--- config.mk ---
export PLATFORM = sky130hd
export DESIGN_NAME = mbr_top
export DESIGN_NICKNAME = d
export VERILOG_FILES = /design/src/common/mbr_pkg.sv /design/src/common/mbr_step_if.sv /design/src/rtl/mbr_step.sv /design/src/rtl/mbr_top.sv
export SDC_FILE = /design/constraint.sdc
export NUM_CORES = 1
export LEC_CHECK = 0
export BUFFER_PORTS_ARGS = -buffer_cell sky130_fd_sc_hd__clkbuf_2
export CORE_MARGIN = 1.5
export CORE_UTILIZATION = 50
export CTS_BUF_LIST = sky130_fd_sc_hd__clkbuf_16
export CTS_CLUSTER_SIZE = 40
export DETAILED_ROUTE_END_ITERATION = 10
export HOLD_SLACK_MARGIN = 0.05
export MAX_ROUTING_LAYER = met4
export PLACE_DENSITY = 0.79
export SETUP_SLACK_MARGIN = 0.1
export SLEW_MARGIN = 20
export SYNTH_ARGS = -nofsm -noshare
export SYNTH_HDL_FRONTEND = slang
export SYNTH_SLANG_ARGS = --single-unit
--- constraint.sdc ---
create_clock -name clk_i -period 3.1 [get_ports clk_i]
set_clock_uncertainty 0.05 [all_clocks]
set_input_delay 0.155 -clock clk_i [delete_from_list [all_inputs] [get_ports clk_i]]
set_output_delay 0.155 -clock clk_i [all_outputs]
set_load 0.01 [all_outputs]
--- src/common/mbr_pkg.sv ---
// Constants and types for the memory bus redundancy recovery block.
// Assumes one system clock and initialization shared by all nodes.
package mbr_pkg;

  // ==========================================================
  // Bus-pair state encodings, bits ABCD
  localparam logic [3:0] BS_NULL = 4'h0;
  localparam logic [3:0] BS_PRIM_UP = 4'h8;
  localparam logic [3:0] BS_BACK_UP = 4'h2;
  localparam logic [3:0] BS_NORMAL = 4'hA;
  localparam logic [3:0] BS_XCHG = 4'h5;
  localparam logic [3:0] BS_PRIM_DN = 4'h3;
  localparam logic [3:0] BS_BACK_DN = 4'hC;

  // A: own bus on own range, B: own bus on partner range
  localparam int BS_A_POS = 3;
  localparam int BS_B_POS = 2;
  localparam int BS_C_POS = 1;
  localparam int BS_D_POS = 0;

  // ==========================================================
  // Interleave type field
  localparam logic [1:0] ILV_ONE = 2'h0;
  localparam logic [1:0] ILV_TWO64 = 2'h1;
  localparam logic [1:0] ILV_TWO128 = 2'h2;
  localparam logic [1:0] ILV_FOUR = 2'h3;

  // ==========================================================
  // Bus identifier arithmetic
  localparam logic [2:0] PAIR_XOR = 3'h2;
  localparam logic [2:0] ILV64_XOR = 3'h1;
  localparam logic [2:0] ILV128_XOR = 3'h2;
  localparam int BUS_ID_MID_POS = 1;

  // ==========================================================
  // Commands, internal events and sequencer states
  typedef enum logic [1:0] {
    CMD_TOGGLE = 2'h0,
    CMD_ATTACH = 2'h1,
    CMD_DETACH = 2'h2,
    CMD_XCHG = 2'h3
  } mbr_cmd_t;

  typedef enum logic [2:0] {
    EV_NONE = 3'h0,
    EV_OWN_DN = 3'h1,
    EV_PART_DN = 3'h2,
    EV_OWN_UP = 3'h3,
    EV_PART_UP = 3'h4,
    EV_XCHG = 3'h5,
    EV_TOGGLE = 3'h6
  } mbr_evt_t;

  typedef enum logic [3:0] {
    SEQ_IDLE = 4'h1,
    SEQ_REPORT = 4'h2,
    SEQ_RETRY = 4'h4,
    SEQ_APPLY = 4'h8
  } mbr_seq_t;

  function automatic logic mbr_legal(input logic [3:0] s);
    return (s == BS_NULL) || (s == BS_PRIM_UP) || (s == BS_BACK_UP) ||
           (s == BS_NORMAL) || (s == BS_XCHG) || (s == BS_PRIM_DN) ||
           (s == BS_BACK_DN);
  endfunction

endpackage

--- src/common/mbr_step_if.sv ---
// Carrier between the sequencer and the bus-state step logic.
// Assumes both ends sit in the same clock domain.
`timescale 1ns/1ps
`default_nettype none
interface mbr_step_if;
  import mbr_pkg::*;
  logic [3:0] cur;
  mbr_evt_t evt;
  logic four_way;
  logic [3:0] nxt;
  modport ctrl (output cur, output evt, output four_way, input nxt);
  modport step (input cur, input evt, input four_way, output nxt);
endinterface
`default_nettype wire

--- src/rtl/mbr_step.sv ---
// Next bus-pair state for one recovery event.
// Assumes the caller applies the result only at the retry point.
`timescale 1ns/1ps
`default_nettype none
module mbr_step (
  mbr_step_if.step s
);
  import mbr_pkg::*;

  // ==========================================================
  // Transition table, four-way and two-way variants
  always_comb begin
    s.nxt = s.cur;
    unique case (s.evt)
      EV_OWN_DN: begin
        if (s.cur == BS_NORMAL || s.cur == BS_XCHG || s.cur == BS_PRIM_UP) begin
          s.nxt = BS_PRIM_DN;
        end
      end
      EV_PART_DN: begin
        if (s.cur == BS_NORMAL || s.cur == BS_XCHG || s.cur == BS_BACK_UP) begin
          s.nxt = BS_BACK_DN;
        end
      end
      EV_OWN_UP: begin
        // Two-way: returning bus comes back as spare only
        if (s.cur == BS_PRIM_DN) begin
          s.nxt = s.four_way ? BS_NORMAL : BS_BACK_UP;
        end
      end
      EV_PART_UP: begin
        if (s.cur == BS_BACK_DN) begin
          s.nxt = s.four_way ? BS_NORMAL : BS_PRIM_UP;
        end
      end
      EV_XCHG: begin
        // Null and failed-bus states (0000, 0011, 1100) keep their value
        if (s.cur == BS_NORMAL) begin
          s.nxt = BS_XCHG;
        end else if (s.cur == BS_XCHG) begin
          s.nxt = BS_NORMAL;
        end else if (s.cur == BS_PRIM_UP) begin
          s.nxt = BS_BACK_UP;
        end else if (s.cur == BS_BACK_UP) begin
          s.nxt = BS_PRIM_UP;
        end
      end
      EV_NONE, EV_TOGGLE: begin
        s.nxt = s.cur;
      end
      default: begin
        s.nxt = s.cur;
      end
    endcase
  end

endmodule
`default_nettype wire

--- src/rtl/mbr_top.sv ---
// Bus-pair redundancy control for one switch or memory controller node.
// Assumes error reporting and retry sequencing live outside, same clock.
//
// Contract
// - Buses pair only as 0-2, 1-3, 4-6, 5-7.
// - Interleave type 00/01/10/11 encodes one-, two-64, two-128, four-way.
// - Module interleave bit never affects bus switching.
// - Controller four-way flag used for recovery only, not recognition.
// - Four bus-state bits, directly writable for diagnostics or initialization.
// - State 0000 at init without redundancy; no memory accesses.
// - State 1010 at init with redundancy; both buses serve all accesses.
// - State 1000: own bus active, partner inactive.
// - State 0010: own bus inactive, spare-side normal.
// - State 0101: both active on exchanged back-up ranges.
// - Permanent own-bus failure leads to 0011.
// - Partner failure leads to 1100, serving both ranges.
// - Each command raises an error report and a retry.
// - Toggle flips bus-id middle bit on controllers only; state untouched.
// - Attach activates the back-up partner of the receiving bus.
// - Detach follows the permanent-failure recovery path.
// - Interchange swaps roles of partnered buses; others unaffected.
// - Two-way 64 pairs buses 0-1; two-way 128 pairs 0-2.
// - Two-bus redundancy keeps one bus spare.
// - Four-way switch node falls back to two-way on partner failure.
// - Controller selects one of two buses, switching during retry.
`timescale 1ns/1ps
`default_nettype none
module mbr_top (
  // Clock and reset
  input wire logic clk_i,
  input wire logic rst_i,
  // Node configuration
  input wire logic node_is_mcu_i,
  input wire logic redundant_enable_i,
  input wire logic [2:0] init_bus_id_i,
  input wire logic [1:0] interleave_type_i,
  input wire logic module_interleave_i,
  input wire logic four_way_flag_i,
  // Direct state write
  input wire logic state_wr_i,
  input wire logic [3:0] state_wdata_i,
  output logic state_wr_reject_o,
  // Reconfiguration commands
  input wire logic cmd_valid_i,
  input wire mbr_pkg::mbr_cmd_t cmd_code_i,
  input wire logic cmd_own_bus_i,
  output logic cmd_reject_o,
  output logic busy_o,
  // Permanent failure events
  input wire logic own_fail_i,
  input wire logic partner_fail_i,
  // Error report and retry
  output logic err_report_o,
  output logic retry_req_o,
  input wire logic retry_done_i,
  // Status
  output logic [3:0] bus_state_o,
  output logic [2:0] bus_id_o,
  output logic [2:0] partner_id_o,
  output logic [2:0] ilv_peer_o,
  output logic bus_select_o,
  output logic prim_range_en_o,
  output logic back_range_en_o,
  output logic mem_access_en_o,
  output logic partner_active_o,
  output logic [1:0] recog_mode_o,
  output logic mod_interleave_o,
  output logic four_way_o
);
  import mbr_pkg::*;

  // ==========================================================
  // Declarations
  mbr_seq_t seq_reg;
  mbr_seq_t seq_next;
  mbr_evt_t evt_reg;
  mbr_evt_t evt_next;
  mbr_evt_t cmd_evt;
  logic [3:0] state_reg;
  logic [3:0] state_next;
  logic [2:0] bus_id_reg;
  logic [2:0] bus_id_next;
  logic is_mcu_reg;
  logic [1:0] ilv_reg;
  logic fw_flag_reg;
  logic fw_eff;
  logic own_pend_reg;
  logic part_pend_reg;
  logic own_fail_any;
  logic part_fail_any;
  logic fail_take;
  logic cmd_ok;
  logic cmd_take;
  logic wr_take;
  logic [1:0] recog_next;
  logic [2:0] peer_next;

  mbr_step_if step_bus ();

  mbr_step u_step (
    .s(step_bus)
  );

  // ==========================================================
  // Configuration capture
  always_ff @(posedge clk_i) begin
    if (rst_i) begin
      is_mcu_reg <= 1'b0;
      ilv_reg <= ILV_ONE;
      fw_flag_reg <= 1'b0;
    end else begin
      is_mcu_reg <= node_is_mcu_i;
      ilv_reg <= interleave_type_i;
      fw_flag_reg <= four_way_flag_i;
    end
  end

  // Recovery mode: switch uses its type field, controller its flag
  assign fw_eff = is_mcu_reg ? fw_flag_reg : (ilv_reg == ILV_FOUR);

  // ==========================================================
  // Failures pending while a sequence runs; clear beats set for the failure being taken
  assign own_fail_any = own_fail_i || own_pend_reg;
  assign part_fail_any = partner_fail_i || part_pend_reg;
  assign fail_take = (seq_reg == SEQ_IDLE) && (own_fail_any || part_fail_any);

  always_ff @(posedge clk_i) begin
    if (rst_i) begin
      own_pend_reg <= 1'b0;
    end else if (own_fail_i && !(seq_reg == SEQ_IDLE)) begin
      own_pend_reg <= 1'b1;
    end else if (fail_take && own_fail_any) begin
      own_pend_reg <= 1'b0;
    end
  end

  // Own failure goes first; partner failure waits one more sequence
  always_ff @(posedge clk_i) begin
    if (rst_i) begin
      part_pend_reg <= 1'b0;
    end else if (partner_fail_i && !(fail_take && !own_fail_any)) begin
      part_pend_reg <= 1'b1;
    end else if (fail_take && !own_fail_any) begin
      part_pend_reg <= 1'b0;
    end
  end

  // ==========================================================
  // Command decode
  always_comb begin
    cmd_evt = EV_NONE;
    unique case (cmd_code_i)
      CMD_TOGGLE: cmd_evt = EV_TOGGLE;
      CMD_ATTACH: cmd_evt = cmd_own_bus_i ? EV_PART_UP : EV_OWN_UP;
      CMD_DETACH: cmd_evt = cmd_own_bus_i ? EV_OWN_DN : EV_PART_DN;
      CMD_XCHG: cmd_evt = EV_XCHG;
      default: cmd_evt = EV_NONE;
    endcase
  end

  // Toggle is meaningless for a switch node
  assign cmd_ok = !(cmd_code_i == CMD_TOGGLE && !is_mcu_reg);
  assign cmd_take = cmd_valid_i && cmd_ok && (seq_reg == SEQ_IDLE) && !fail_take;
  assign wr_take = state_wr_i && mbr_legal(state_wdata_i) && (seq_reg == SEQ_IDLE) &&
                   !fail_take && !cmd_take;

  // ==========================================================
  // Report and retry sequencer
  always_comb begin
    seq_next = seq_reg;
    evt_next = evt_reg;
    if (rst_i) begin
      seq_next = SEQ_IDLE;
      evt_next = EV_NONE;
    end else begin
      unique case (seq_reg)
        SEQ_IDLE: begin
          if (fail_take) begin
            // Failure was already reported by the detecting node
            seq_next = SEQ_RETRY;
            evt_next = own_fail_any ? EV_OWN_DN : EV_PART_DN;
          end else if (cmd_take) begin
            seq_next = SEQ_REPORT;
            evt_next = cmd_evt;
          end
        end
        SEQ_REPORT: seq_next = SEQ_RETRY;
        SEQ_RETRY: begin
          if (retry_done_i) begin
            seq_next = SEQ_APPLY;
          end
        end
        SEQ_APPLY: begin
          seq_next = SEQ_IDLE;
          evt_next = EV_NONE;
        end
        default: begin
          seq_next = SEQ_IDLE;
          evt_next = EV_NONE;
        end
      endcase
    end
  end

  always_ff @(posedge clk_i) begin
    seq_reg <= seq_next;
    evt_reg <= evt_next;
  end

  // ==========================================================
  // Bus-pair state and bus identifier
  assign step_bus.cur = state_reg;
  assign step_bus.evt = evt_reg;
  assign step_bus.four_way = fw_eff;

  always_comb begin
    state_next = state_reg;
    if (rst_i) begin
      state_next = redundant_enable_i ? BS_NORMAL : BS_NULL;
    end else if (seq_reg == SEQ_APPLY) begin
      state_next = step_bus.nxt;
    end else if (wr_take) begin
      state_next = state_wdata_i;
    end
  end

  always_comb begin
    bus_id_next = bus_id_reg;
    if (rst_i) begin
      bus_id_next = init_bus_id_i;
    end else if (seq_reg == SEQ_APPLY && evt_reg == EV_TOGGLE) begin
      bus_id_next = bus_id_reg ^ (3'h1 << BUS_ID_MID_POS);
    end
  end

  always_ff @(posedge clk_i) begin
    state_reg <= state_next;
    bus_id_reg <= bus_id_next;
  end

  // ==========================================================
  // Address recognition mode and interleave peer
  always_comb begin
    recog_next = ILV_ONE;
    if (!is_mcu_reg) begin
      recog_next = ilv_reg;
      // Own bus also carries partner slice: four-way halves to two-way
      if (ilv_reg == ILV_FOUR && state_next[BS_A_POS] && state_next[BS_B_POS]) begin
        recog_next = ILV_TWO64;
      end
    end
  end

  always_comb begin
    peer_next = bus_id_next;
    if (ilv_reg == ILV_TWO64) begin
      peer_next = bus_id_next ^ ILV64_XOR;
    end else if (ilv_reg == ILV_TWO128) begin
      peer_next = bus_id_next ^ ILV128_XOR;
    end
  end

  // ==========================================================
  // Registered outputs, taken from next values except four_way_o
  always_ff @(posedge clk_i) begin
    bus_state_o <= state_next;
    bus_id_o <= bus_id_next;
    partner_id_o <= bus_id_next ^ PAIR_XOR;
    ilv_peer_o <= peer_next;
    prim_range_en_o <= state_next[BS_A_POS];
    back_range_en_o <= state_next[BS_B_POS];
    mem_access_en_o <= state_next[BS_A_POS] || state_next[BS_B_POS];
    partner_active_o <= state_next[BS_C_POS] || state_next[BS_D_POS];
    recog_mode_o <= recog_next;
    four_way_o <= rst_i ? 1'b0 : fw_eff;
  end

  // Module interleave bit is passed on and touches nothing else
  always_ff @(posedge clk_i) begin
    mod_interleave_o <= rst_i ? 1'b0 : module_interleave_i;
  end

  // Primary-down controller sits on the partner bus
  always_ff @(posedge clk_i) begin
    bus_select_o <= is_mcu_reg && (bus_id_next[BUS_ID_MID_POS] ^
                    (state_next == BS_PRIM_DN));
  end

  always_ff @(posedge clk_i) begin
    err_report_o <= (seq_next == SEQ_REPORT);
    retry_req_o <= (seq_next == SEQ_RETRY);
    busy_o <= (seq_next != SEQ_IDLE);
    cmd_reject_o <= !rst_i && cmd_valid_i && !cmd_take;
    state_wr_reject_o <= !rst_i && state_wr_i && !wr_take;
  end

  // ==========================================================
  // Checks
  property p_pair;
    @(posedge clk_i) disable iff (rst_i)
      partner_id_o == (bus_id_o ^ PAIR_XOR);
  endproperty
  a_pair: assert property (p_pair) else $error("partner id not fixed pair");

  property p_init;
    @(posedge clk_i) disable iff (rst_i)
      $fell(rst_i) |-> bus_state_o == ($past(redundant_enable_i) ? BS_NORMAL : BS_NULL);
  endproperty
  a_init: assert property (p_init) else $error("wrong init bus state");

  property p_null_idle;
    @(posedge clk_i) disable iff (rst_i)
      (bus_state_o == BS_NULL) |-> !mem_access_en_o && !prim_range_en_o;
  endproperty
  a_null_idle: assert property (p_null_idle) else $error("access in null state");

  property p_cmd_report;
    @(posedge clk_i) disable iff (rst_i)
      cmd_take |=> err_report_o && busy_o ##1 retry_req_o && !err_report_o;
  endproperty
  a_cmd_report: assert property (p_cmd_report) else $error("command without report");

  property p_toggle;
    @(posedge clk_i) disable iff (rst_i)
      (seq_reg == SEQ_APPLY && evt_reg == EV_TOGGLE) |=>
        (bus_id_o[BUS_ID_MID_POS] != $past(bus_id_o[BUS_ID_MID_POS])) &&
        $stable(bus_state_o);
  endproperty
  a_toggle: assert property (p_toggle) else $error("toggle effect wrong");

  property p_detach;
    @(posedge clk_i) disable iff (rst_i)
      (seq_reg == SEQ_APPLY && evt_reg == EV_OWN_DN && state_reg == BS_NORMAL) |=>
        bus_state_o == BS_PRIM_DN && !mem_access_en_o;
  endproperty
  a_detach: assert property (p_detach) else $error("detach did not drop bus");

  property p_legal;
    @(posedge clk_i) disable iff (rst_i)
      mbr_legal(bus_state_o);
  endproperty
  a_legal: assert property (p_legal) else $error("illegal bus state");

  property p_spare;
    @(posedge clk_i) disable iff (rst_i)
      (!fw_eff && $changed(bus_state_o)) |-> bus_state_o != BS_NORMAL;
  endproperty
  a_spare: assert property (p_spare) else $error("spare bus activated");

  property p_degrade;
    @(posedge clk_i) disable iff (rst_i)
      (!is_mcu_reg && $stable(is_mcu_reg) && ilv_reg == ILV_FOUR && $stable(ilv_reg) &&
       bus_state_o == BS_BACK_DN) |-> recog_mode_o == ILV_TWO64;
  endproperty
  a_degrade: assert property (p_degrade) else $error("no two-way fallback");

  property p_select;
    @(posedge clk_i) disable iff (rst_i)
      (is_mcu_reg && $stable(is_mcu_reg)) |->
        bus_select_o == (bus_id_o[BUS_ID_MID_POS] ^ (bus_state_o == BS_PRIM_DN));
  endproperty
  a_select: assert property (p_select) else $error("bus select mismatch");

endmodule
`default_nettype wire

== Word-level counts from Yosys, hierarchy flattened ==
Cells that the tools add are included.
W data, S select, Z words.
Storage, ports and cells
  register bits: 40
  bits of input ports: 23
  logic and storage cells: 151
Cells by class
  equal/unequal tests: 33
  mux-type cells: 37
  bitwise logic cells: 5
  reductions and logical operators: 51
Operator list (number)
  $mux W4: 17
  $eq A4 B2 Y1 const B: 7
  $eq A4 B4 Y1 const B: 7
  $logic_and A1 B1 Y1: 21
  $pmux W4 S5: 1
  $eq A4 B3 Y1 const B: 4
  $logic_or A1 B1 Y1: 14
  $mux W2: 6
  $mux W3: 4
  $pmux W3 S4: 1
  $pmux W4 S3: 1
  $eq A3 B3 Y1 const B: 3
  $logic_not A1 Y1: 9
  $eq A2 B2 Y1 const B: 4
  $eq A3 B2 Y1 const B: 2
  $mux W1: 6
  $pmux W3 S2: 1
  $eq A2 B1 Y1 const B: 2
  $eq A4 B1 Y1 const B: 1
  $logic_not A4 Y1: 1
  $ne A4 B1 Y1 const B: 1
  $not A1 Y1: 4
  $reduce_bool A2 Y1: 2
  $reduce_or A2 Y1: 2
  5 further kinds: 5

== Longest topological paths before layout ==
Gate-level depths: netlist (run 1).
  word-level depth: 17
  gate-level depth with buffers: 8
  mapped depth without buffers: 7

== By module ==
From an unflattened synthesis (run 1), not the netlist that was laid out.
Unflattened totals
  cells, all modules: 201
  area total of the unflattened synthesis: 1803.0 um^2
Modules (own cells, without submodules)
  mbr_top: times used 1, cells each 149, area each 1448.9 um^2, sequential area each 710.7 um^2
  mbr_step: times used 1, cells each 52, area each 354.1 um^2, sequential area each 0.0 um^2

== Worst setup path after synthesis (run 1) ==
OpenSTA, ideal clock, no wires.
  kind: register -> register
  start point: register seq_reg[2]
  end point: register bus_select_o
  library setup time: 0.070 ns
  data arrival time: 2.072 ns
  required time: 2.980 ns
  setup slack: 0.908 ns
  stages on the path, launching flop included: 9
  buffers on the path: 1
  clock period less this slack: 2.192 ns
  cell sequence: dfxtp_1 > buf_6 > nor4b_4 > nand4_4 > o311a_1 > a311oi_2 > nor2b_2 > nand4_1 > a21boi_1
Between the ends
  longest elaborated chain between the ends: 12
RTL lines
  from (decl): line mbr_top.sv:74  | mbr_seq_t seq_reg;
  from (signal assigned): line mbr_top.sv:206  | seq_reg <= seq_next;
  $eq A4 B1 Y1: line mbr_top.sv:125, mbr_top.sv:163, mbr_top.sv:164
  $logic_and A1 B1 Y1: line mbr_top.sv:125  | assign fail_take = (seq_reg == SEQ_IDLE) && (own_fail_any || part_fail_any);
  $logic_not A1 Y1: line mbr_top.sv:163, mbr_top.sv:165
  $logic_and A1 B1 Y1: line mbr_top.sv:163  | assign cmd_take = cmd_valid_i && cmd_ok && (seq_reg == SEQ_IDLE) && !fail_take;
  $logic_not A1 Y1: line mbr_top.sv:165  | !fail_take && !cmd_take;
  $logic_and A1 B1 Y1: line mbr_top.sv:165
  $mux W4: line mbr_top.sv:222  | end else if (wr_take) begin
  $mux W4 *: line mbr_top.sv:220  | end else if (seq_reg == SEQ_APPLY) begin
  $mux W4 *: line mbr_top.sv:218  | if (rst_i) begin
  via state_next[0]: line mbr_top.sv:80  | logic [3:0] state_next;
  $eq A4 B2 Y1 *: line mbr_top.sv:286  | (state_next == BS_PRIM_DN));
  $xor A1 B1 Y1 *: line mbr_top.sv:285  | bus_select_o <= is_mcu_reg && (bus_id_next[BUS_ID_MID_POS] ^
  $logic_and A1 B1 Y1 *: line mbr_top.sv:285
  to (signal assigned): line mbr_top.sv:285
  to (decl): line mbr_top.sv:61  | output logic bus_select_o,
Mark *: on every way through the listed nets, which the timed path passes. The rest lies on a longest branch.
A chain may end at the register's enable or synchronous reset.

== Worst setup path in the final report (run 1) ==
  start point: register seq_reg[0]
  end point: register bus_select_o
Same word-level chain as after synthesis.

==> results of run 1 <==
## worst max-delay path by stage
stage | start | to | slack, ps | cells after the start
2_1_floorplan | seq_reg[2] | bus_select_o | 910 | 8
3_3_place_gp | seq_reg[2] | bus_select_o | 810 | 7
3_5_place_dp | seq_reg[2] | bus_select_o | 750 | 7
4_1_cts | seq_reg[0] | bus_select_o | 680 | 7
5_1_grt | seq_reg[0] | bus_select_o | 540 | 7
6_report | seq_reg[0] | bus_select_o | 660 | 7
## worst max-delay path, delay by kind of cell (launching register included)
family           cells  cell delay (ps)
AND/OR/NAND/NOR      4             1010
flip-flops           1              450
AO/OA/AOI/OAI        3              860
## repair_timing
action / in CTS / in global routing
setup endpoints to repair: 0 / 0
hold endpoints to repair: 5 / 0
hold buffers: 5 / 0
resized for setup: 0 / 0
## placed cells by master (no fill, tap or decap), types with 5 or more instances in the layout
cell type and instances:
clkbuf_2 49, dfxtp_1 34, nor2_1 20, nand2_1 19, nor2b_1 13, a21oi_1 10
o21ai_0 10, inv_1 7, xnor2_1 5, nand2b_1 5, clkbuf_16 5, dlygate4sd3_1 5
## per-layer routing
metal | vias up | part of all wire (%)
met5 | - | 0
met4 | 0 | 2.7
met2 | 52 | 50
li1 | 842 | -
met3 | 10 | 5.4
met1 | 788 | 42
## through the flow
step	power (mW)	utilization, %	setup slack [ps]	instance area (µm²)
after floorplan	0.719	-	908	1850
after global placement	0.779	59.8	808	2060
after detailed placement	0.782	59.8	752	2060
after CTS	1.42	66.8	681	2300
after global routing	1.48	66.8	544	2300
final	1.42	66.8	661	2300
## layout make-up
cell class	instances	area share (%)
clock buffer	5	5.44
clock inverter	3	2.78
inverter	6	0.980
multi-input combinational	153	44.2
sequential	35	30.9
tap	46	2.50
timing repair buffer	55	13.2
## report_power, final
| group | total (mW) | leakage, nW | switching, mW | internal, mW |
|---|---|---|---|---|
| logic | 0.240 | 0.574 | 0.126 | 0.114 |
| registers | 0.545 | 0.292 | 0.0495 | 0.496 |
| clock network | 0.630 | 0.0952 | 0.173 | 0.457 |
| total | 1.42 | 0.961 | 0.349 | 1.07 |
## kinds of logic after synthesis
| group | after synthesis | share of synthesized area (%) |
|---|---|---|
| AOI/OAI and AO/OA | 51 | 20.2 |
| xor gates and xnor gates | 7 | 3.31 |
| adders and majority gates | 1 | 0.540 |
| buffers and inverters | 25 | 6.88 |
| DFF | 35 | 38.3 |
| muxes | 1 | 0.607 |
| and+or+nand+nor | 93 | 30.2 |
==> reports/metrics.cfg, run 1 <==
[critical_path]
max_stage_delay_ps = 520
reg2reg_setup_slack_ps = 660
cp_slowest_cell = nor4b_4
reg2reg_to = bus_select_o
end_kind = flop
ff2ff_path_depth = 7
path_cells = nor4b_4 > nand4_4 > o311a_1 > a311oi_2 > nor2b_2 > nand4_1 > a21boi_1
critPathMaxFanout = 8
setup.worst_path.start_class = flop
cp.arrival_ps = 2600
criticalPathCategory = reg2reg
r2r-start = seq_reg[0]
cp.required_ps = 3260

[route]
drc_errors = 0
final_antenna_net_count = 0
wl_mm = 4.14
firstDrtPassIters = 5
wl_per_cell_um = 13.6
via_count = 1692
drt_iter0_markers = 166
viasPerCell = 5.58

[synth]
synth_commonest_cells = 34 x dfxtp_1, 20 x nor2_1, 19 x nand2_1
synthCells = 213
yosysWarnings = 0
ys_ff_latch = 35
synthDistinctLibCells = 61
syn_area_um2 = 1850
synth_edf_count = 1
yosysSeqAreaShare_pct = 38.3
synth_most_common_cell = dfxtp_1
syn_area_per_cell_um2 = 8.71
asyncSetResetFlopFracSynth_pct = 0
synthTopCellsByArea = dfxtp_1 37%, nor2b_1 4.4%, nor2_1 4.0%
synth_top_area_share_pct = 36.7
synth_nets = 236
synth_ff_type = dfxtp_1
synth_largest_area_cell = dfxtp_1

[final_layout]
nFillCells = 286
drive_gt1_share_pct = 26.8
areaGrowthSynthToFinish_pct = 24.0
antenna-diode-count = 0
finish.net_count = 279
multiInputGateArea_um2 = 1020
finalNonFillerCells = 303
register_area_um2 = 711

[power]
p_per_area_nw_per_um2 = 616
irDropWorstVdd_mv = 0.393
p_leak_nw = 0.961

[placed_design]
place_inst = 290
dp_hpwl_mm = 2.79
routabilityCongestion = 0.942
io_buffers = 49

[die]
pin_count = 50
rows = 21
fp.dieArea_um2 = 4080
coreArea_um2 = 3440
fp.dieH_um = 63.9
start_util_pct = 53.9
chipWidth_um = 63.9

[status]
run_status = complete, no violations

[timing]
whs_ps = 46.6
slew_viol_final = 0
finalSetupViolations = 0
fmax_ghz = 0.410
tns_ps = 0
fin_crit_ps = 2440
slew_headroom_pct = 58.1
finalHoldViolCount = 0
rsz0062_at_grt = no
worst_pin_slew_ps = 621
fin_crit_sh_pct = 78.7

[clock_tree]
clock-sinks = 35
cts_root_buf = clkbuf_16
clock_path_buffers = 2
htree_levels = 2
cts_tree = built
clkTransAtPathRegs_ps = 50
numCtsBuffers = 5
post_cts_buffers = 0
clk_latency_ps = 280

[worst_hold_path]
worstHoldPathType = in2reg
worst_hold_path.endpoint = is_mcu_reg
holdPathStages = 2
min_from = node_is_mcu_i

[global_route]
groute.usage.overall_pct = 22.3
overflow = 0
grt_use_met1_pct = 27.5
met3_usage_pct = 4.05
use_met2_pct = 35.0
grt_pass1_vias = 1535
antenna_found_initial = 0
top_usage_layer = met2
grt_max_degree = 27
grt_pass1_wl_mm = 6.98

[run]
cap_violations = 0

No activity file was read; power rests on OpenSTA's default activity.
==> inputs of run 2 (changes only) <==
Settings changed: ABC_AREA set to 1, CORE_UTILIZATION 50 to 46, PLACE_DENSITY 0.79 to 0.77.
Clock period 3.1 ns to 2.2 ns, I/O delays scaled along.
==> reports/metrics.cfg, run 2 <==
[status]
run_status = complete, no violations

[timing]
setup_slack_ps = 285  ; -376 ps
tns_ps = 0  ; unchanged
fmax_ghz = 0.522  ; +27%
worst_pin_slew_ps = 591  ; -29.8 ps
finalSetupViolations = 0  ; unchanged
finalHoldViolCount = 0  ; unchanged
rsz0062_at_grt = no
fin_crit_ps = 1910  ; -524 ps
slew_viol_final = 0  ; unchanged
slew_headroom_pct = 60.2  ; +2.1 points
fin_crit_sh_pct = 87.0  ; +8.4 points

[placed_design]
io_buffers = 49  ; unchanged
dp_slack_ps = 316  ; -435 ps
dp_hpwl_mm = 3.02  ; +8.2%
routabilityCongestion = 0.938  ; -0.42%

[final_layout]
layout_common_cells = 51 x nand2_1, 49 x clkbuf_2, 39 x nor2_1
drive_gt1_share_pct = 27.4  ; +0.51 points
antenna-diode-count = 0  ; unchanged
areaGrowthSynthToFinish_pct = 30.4
finish.net_count = 340  ; +22%
mostFrequentLayoutCell = nand2_1
nFillCells = 333  ; +16%

[synth]
yosysWarnings = 0  ; unchanged
synth_ff_type = dfxtp_1
ys_ff_latch = 35  ; unchanged
synth_top_area_share_pct = 38.0  ; +1.3 points
synthCells = 257  ; +21%
syn_area_um2 = 1790  ; -3.4%
synth_largest_area_cell = dfxtp_1
asyncSetResetFlopFracSynth_pct = 0  ; unchanged
synthTopCellsByArea = dfxtp_1 38%, nand2_1 11%, nor2_1 8.2%
syn_area_per_cell_um2 = 6.97  ; -20%
yosysSeqAreaShare_pct = 39.7  ; +1.3 points
synth_nets = 280  ; +19%
synth_most_common_cell = nand2_1
synth_edf_count = 1  ; unchanged
synth_commonest_cells = 51 x nand2_1, 39 x nor2_1, 35 x inv_1
synthDistinctLibCells = 32  ; -48%

[critical_path]
criticalPathCategory = reg2reg
cp.arrival_ps = 2030  ; -570 ps
reg2reg_to = bus_select_o
ff2ff_path_depth = 13  ; +6
setup.worst_path.start_class = flop
end_kind = flop
reg2reg_setup_slack_ps = 290  ; -380 ps
startpoint = seq_reg[2]
endpoint = bus_select_o
cp.required_ps = 2320  ; -940 ps
critPathMaxFanout = 5  ; -3
r2r-start = seq_reg[2]

[clock_tree]
htree_levels = 2  ; unchanged
clock-sinks = 35  ; unchanged
clk_latency_ps = 280  ; about the same
cts_tree = built
cts_root_buf = clkbuf_16
numCtsBuffers = 5  ; unchanged
clkTransAtPathRegs_ps = 60  ; about the same
clock_path_buffers = 2  ; unchanged
post_cts_buffers = 0  ; unchanged

[die]
start_util_pct = 48.6  ; -5.3 points
fp.dieH_um = 65.4  ; +2.4%
chipWidth_um = 65.4  ; +2.4%
fp.dieArea_um2 = 4280  ; +4.8%
rows = 22  ; +4.8%
pin_count = 50  ; unchanged
coreArea_um2 = 3690  ; +7.2%

[power]
p_per_area_nw_per_um2 = 818  ; +33%
finalPower_mw = 1.91  ; +35%
p_leak_nw = 1.19  ; +24%
irDropWorstVdd_mv = 0.456  ; +16%

[route]
final_antenna_net_count = 0  ; unchanged
drt_iter0_markers = 131  ; -21%
wl_per_cell_um = 11.1  ; -18%
wl_mm = 4.08  ; -1.5%
via_count = 1815  ; +7.3%
viasPerCell = 4.96  ; -11%
firstDrtPassIters = 4  ; -1
drc_errors = 0  ; unchanged

[global_route]
grt_pass1_vias = 1597  ; +4.0%
grt_max_degree = 19  ; -30%
overflow = 0  ; unchanged
antenna_found_initial = 0  ; unchanged
groute.usage.overall_pct = 21.5  ; -0.79 points
grt_pass1_wl_mm = 6.73  ; -3.6%

[worst_hold_path]
worstHoldPathType = in2reg

[run]
cap_violations = 0  ; unchanged

## run 2: cell count changes after synthesis, moves of 4 or more
cell / before / now
nand2_1: 19 / 51
nand3_2: 0 / 5
nand2b_1: 5 / 0
nand3_1: 3 / 19
inv_1: 6 / 35
inv_2: 0 / 4
nor3b_1: 4 / 0
xnor2_1: 5 / 1
nor2b_1: 13 / 0
nor2_1: 20 / 39
clkbuf_1: 12 / 2
nand2_2: 0 / 6
## run 2: routing by layer
metal / part of all wire, % / GRT usage, % / wire [µm]
met3: 4.6 / 4.11 / 186
met2: 49 / 35.6 / 1980
met4: 1.7 / 10.4 / 70
met5: 0 / - / 0
met1: 45 / 25.2 / 1840
## run 2: layout make-up
class	count	area, µm²	share of cell area (%)
Multi-Input combinational cell	175	888	38.0
Sequential cell	35	714	30.6
Timing Repair Buffer	61	360	15.4
Inverter	39	146	6.26
Clock buffer	5	125	5.35
Tap cell	48	60.1	2.57
Clock inverter	3	42.5	1.82
## run 2: power by group
group,total [mW],switching [mW],internal (mW)
Combinational,0.384,0.235,0.149
Clock,0.793,0.259,0.534
Sequential,0.735,0.0374,0.697
## run 2: worst min-delay path by stage
stage	from	end	cells past startpoint
final	redundant_enable_i	bus_state_o[1]	3
after global routing	init_bus_id_i[1]	bus_id_o[1]	2
after CTS	redundant_enable_i	bus_state_o[1]	3
after detailed placement	interleave_type_i[1]	ilv_reg[1]	3
after global placement	init_bus_id_i[2]	bus_id_o[2]	1
after floorplan	init_bus_id_i[2]	bus_id_o[2]	0
## run 2: timing repair
item | CTS | global route
resized for setup | 0 | 4
setup endpoints to repair | 0 | 1
hold buffers | 10 | 0
endpoints found under the hold margin | 10 | 0
## run 2: critical path, stage by stage (launching register included)
cell and delay [ps]:
dfxtp_1 290, inv_1 100, nand2_2 120, nor2_8 150
nand2_4 90, nor2_4 150, nand3_2 120, nor2_1 140
o21ai_1 90, nor2b_4 150, nor2_4 120, nand3_1 100
nand2_1 90, nor2_2 30
## run 2: cells by family (layout without fill, tap and decap cells)
family / after synthesis / in the layout / share of synthesized area (%)
AND/OR/NAND/NOR: 143 / 143 / 39.0
buffers and inverters: 47 / 108 / 11.0
flip-flops: 35 / 35 / 39.7
AO/OA/AOI/OAI: 30 / 30 / 9.36
XOR/XNOR: 2 / 2 / 0.978
## run 2: metrics by stage
| stage | util [%] | hold WS [ps] | cells | area (µm²) |
|---|---|---|---|---|
| after floorplan | - | 159 | 257 | 1790 |
| after global placement | 55.9 | 238 | 348 | 2060 |
| after detailed placement | 55.9 | 258 | 348 | 2060 |
| after CTS | 63.2 | 109 | 366 | 2330 |
| after global routing | 63.4 | 165 | 366 | 2340 |
| final | 63.4 | 126 | 366 | 2340 |
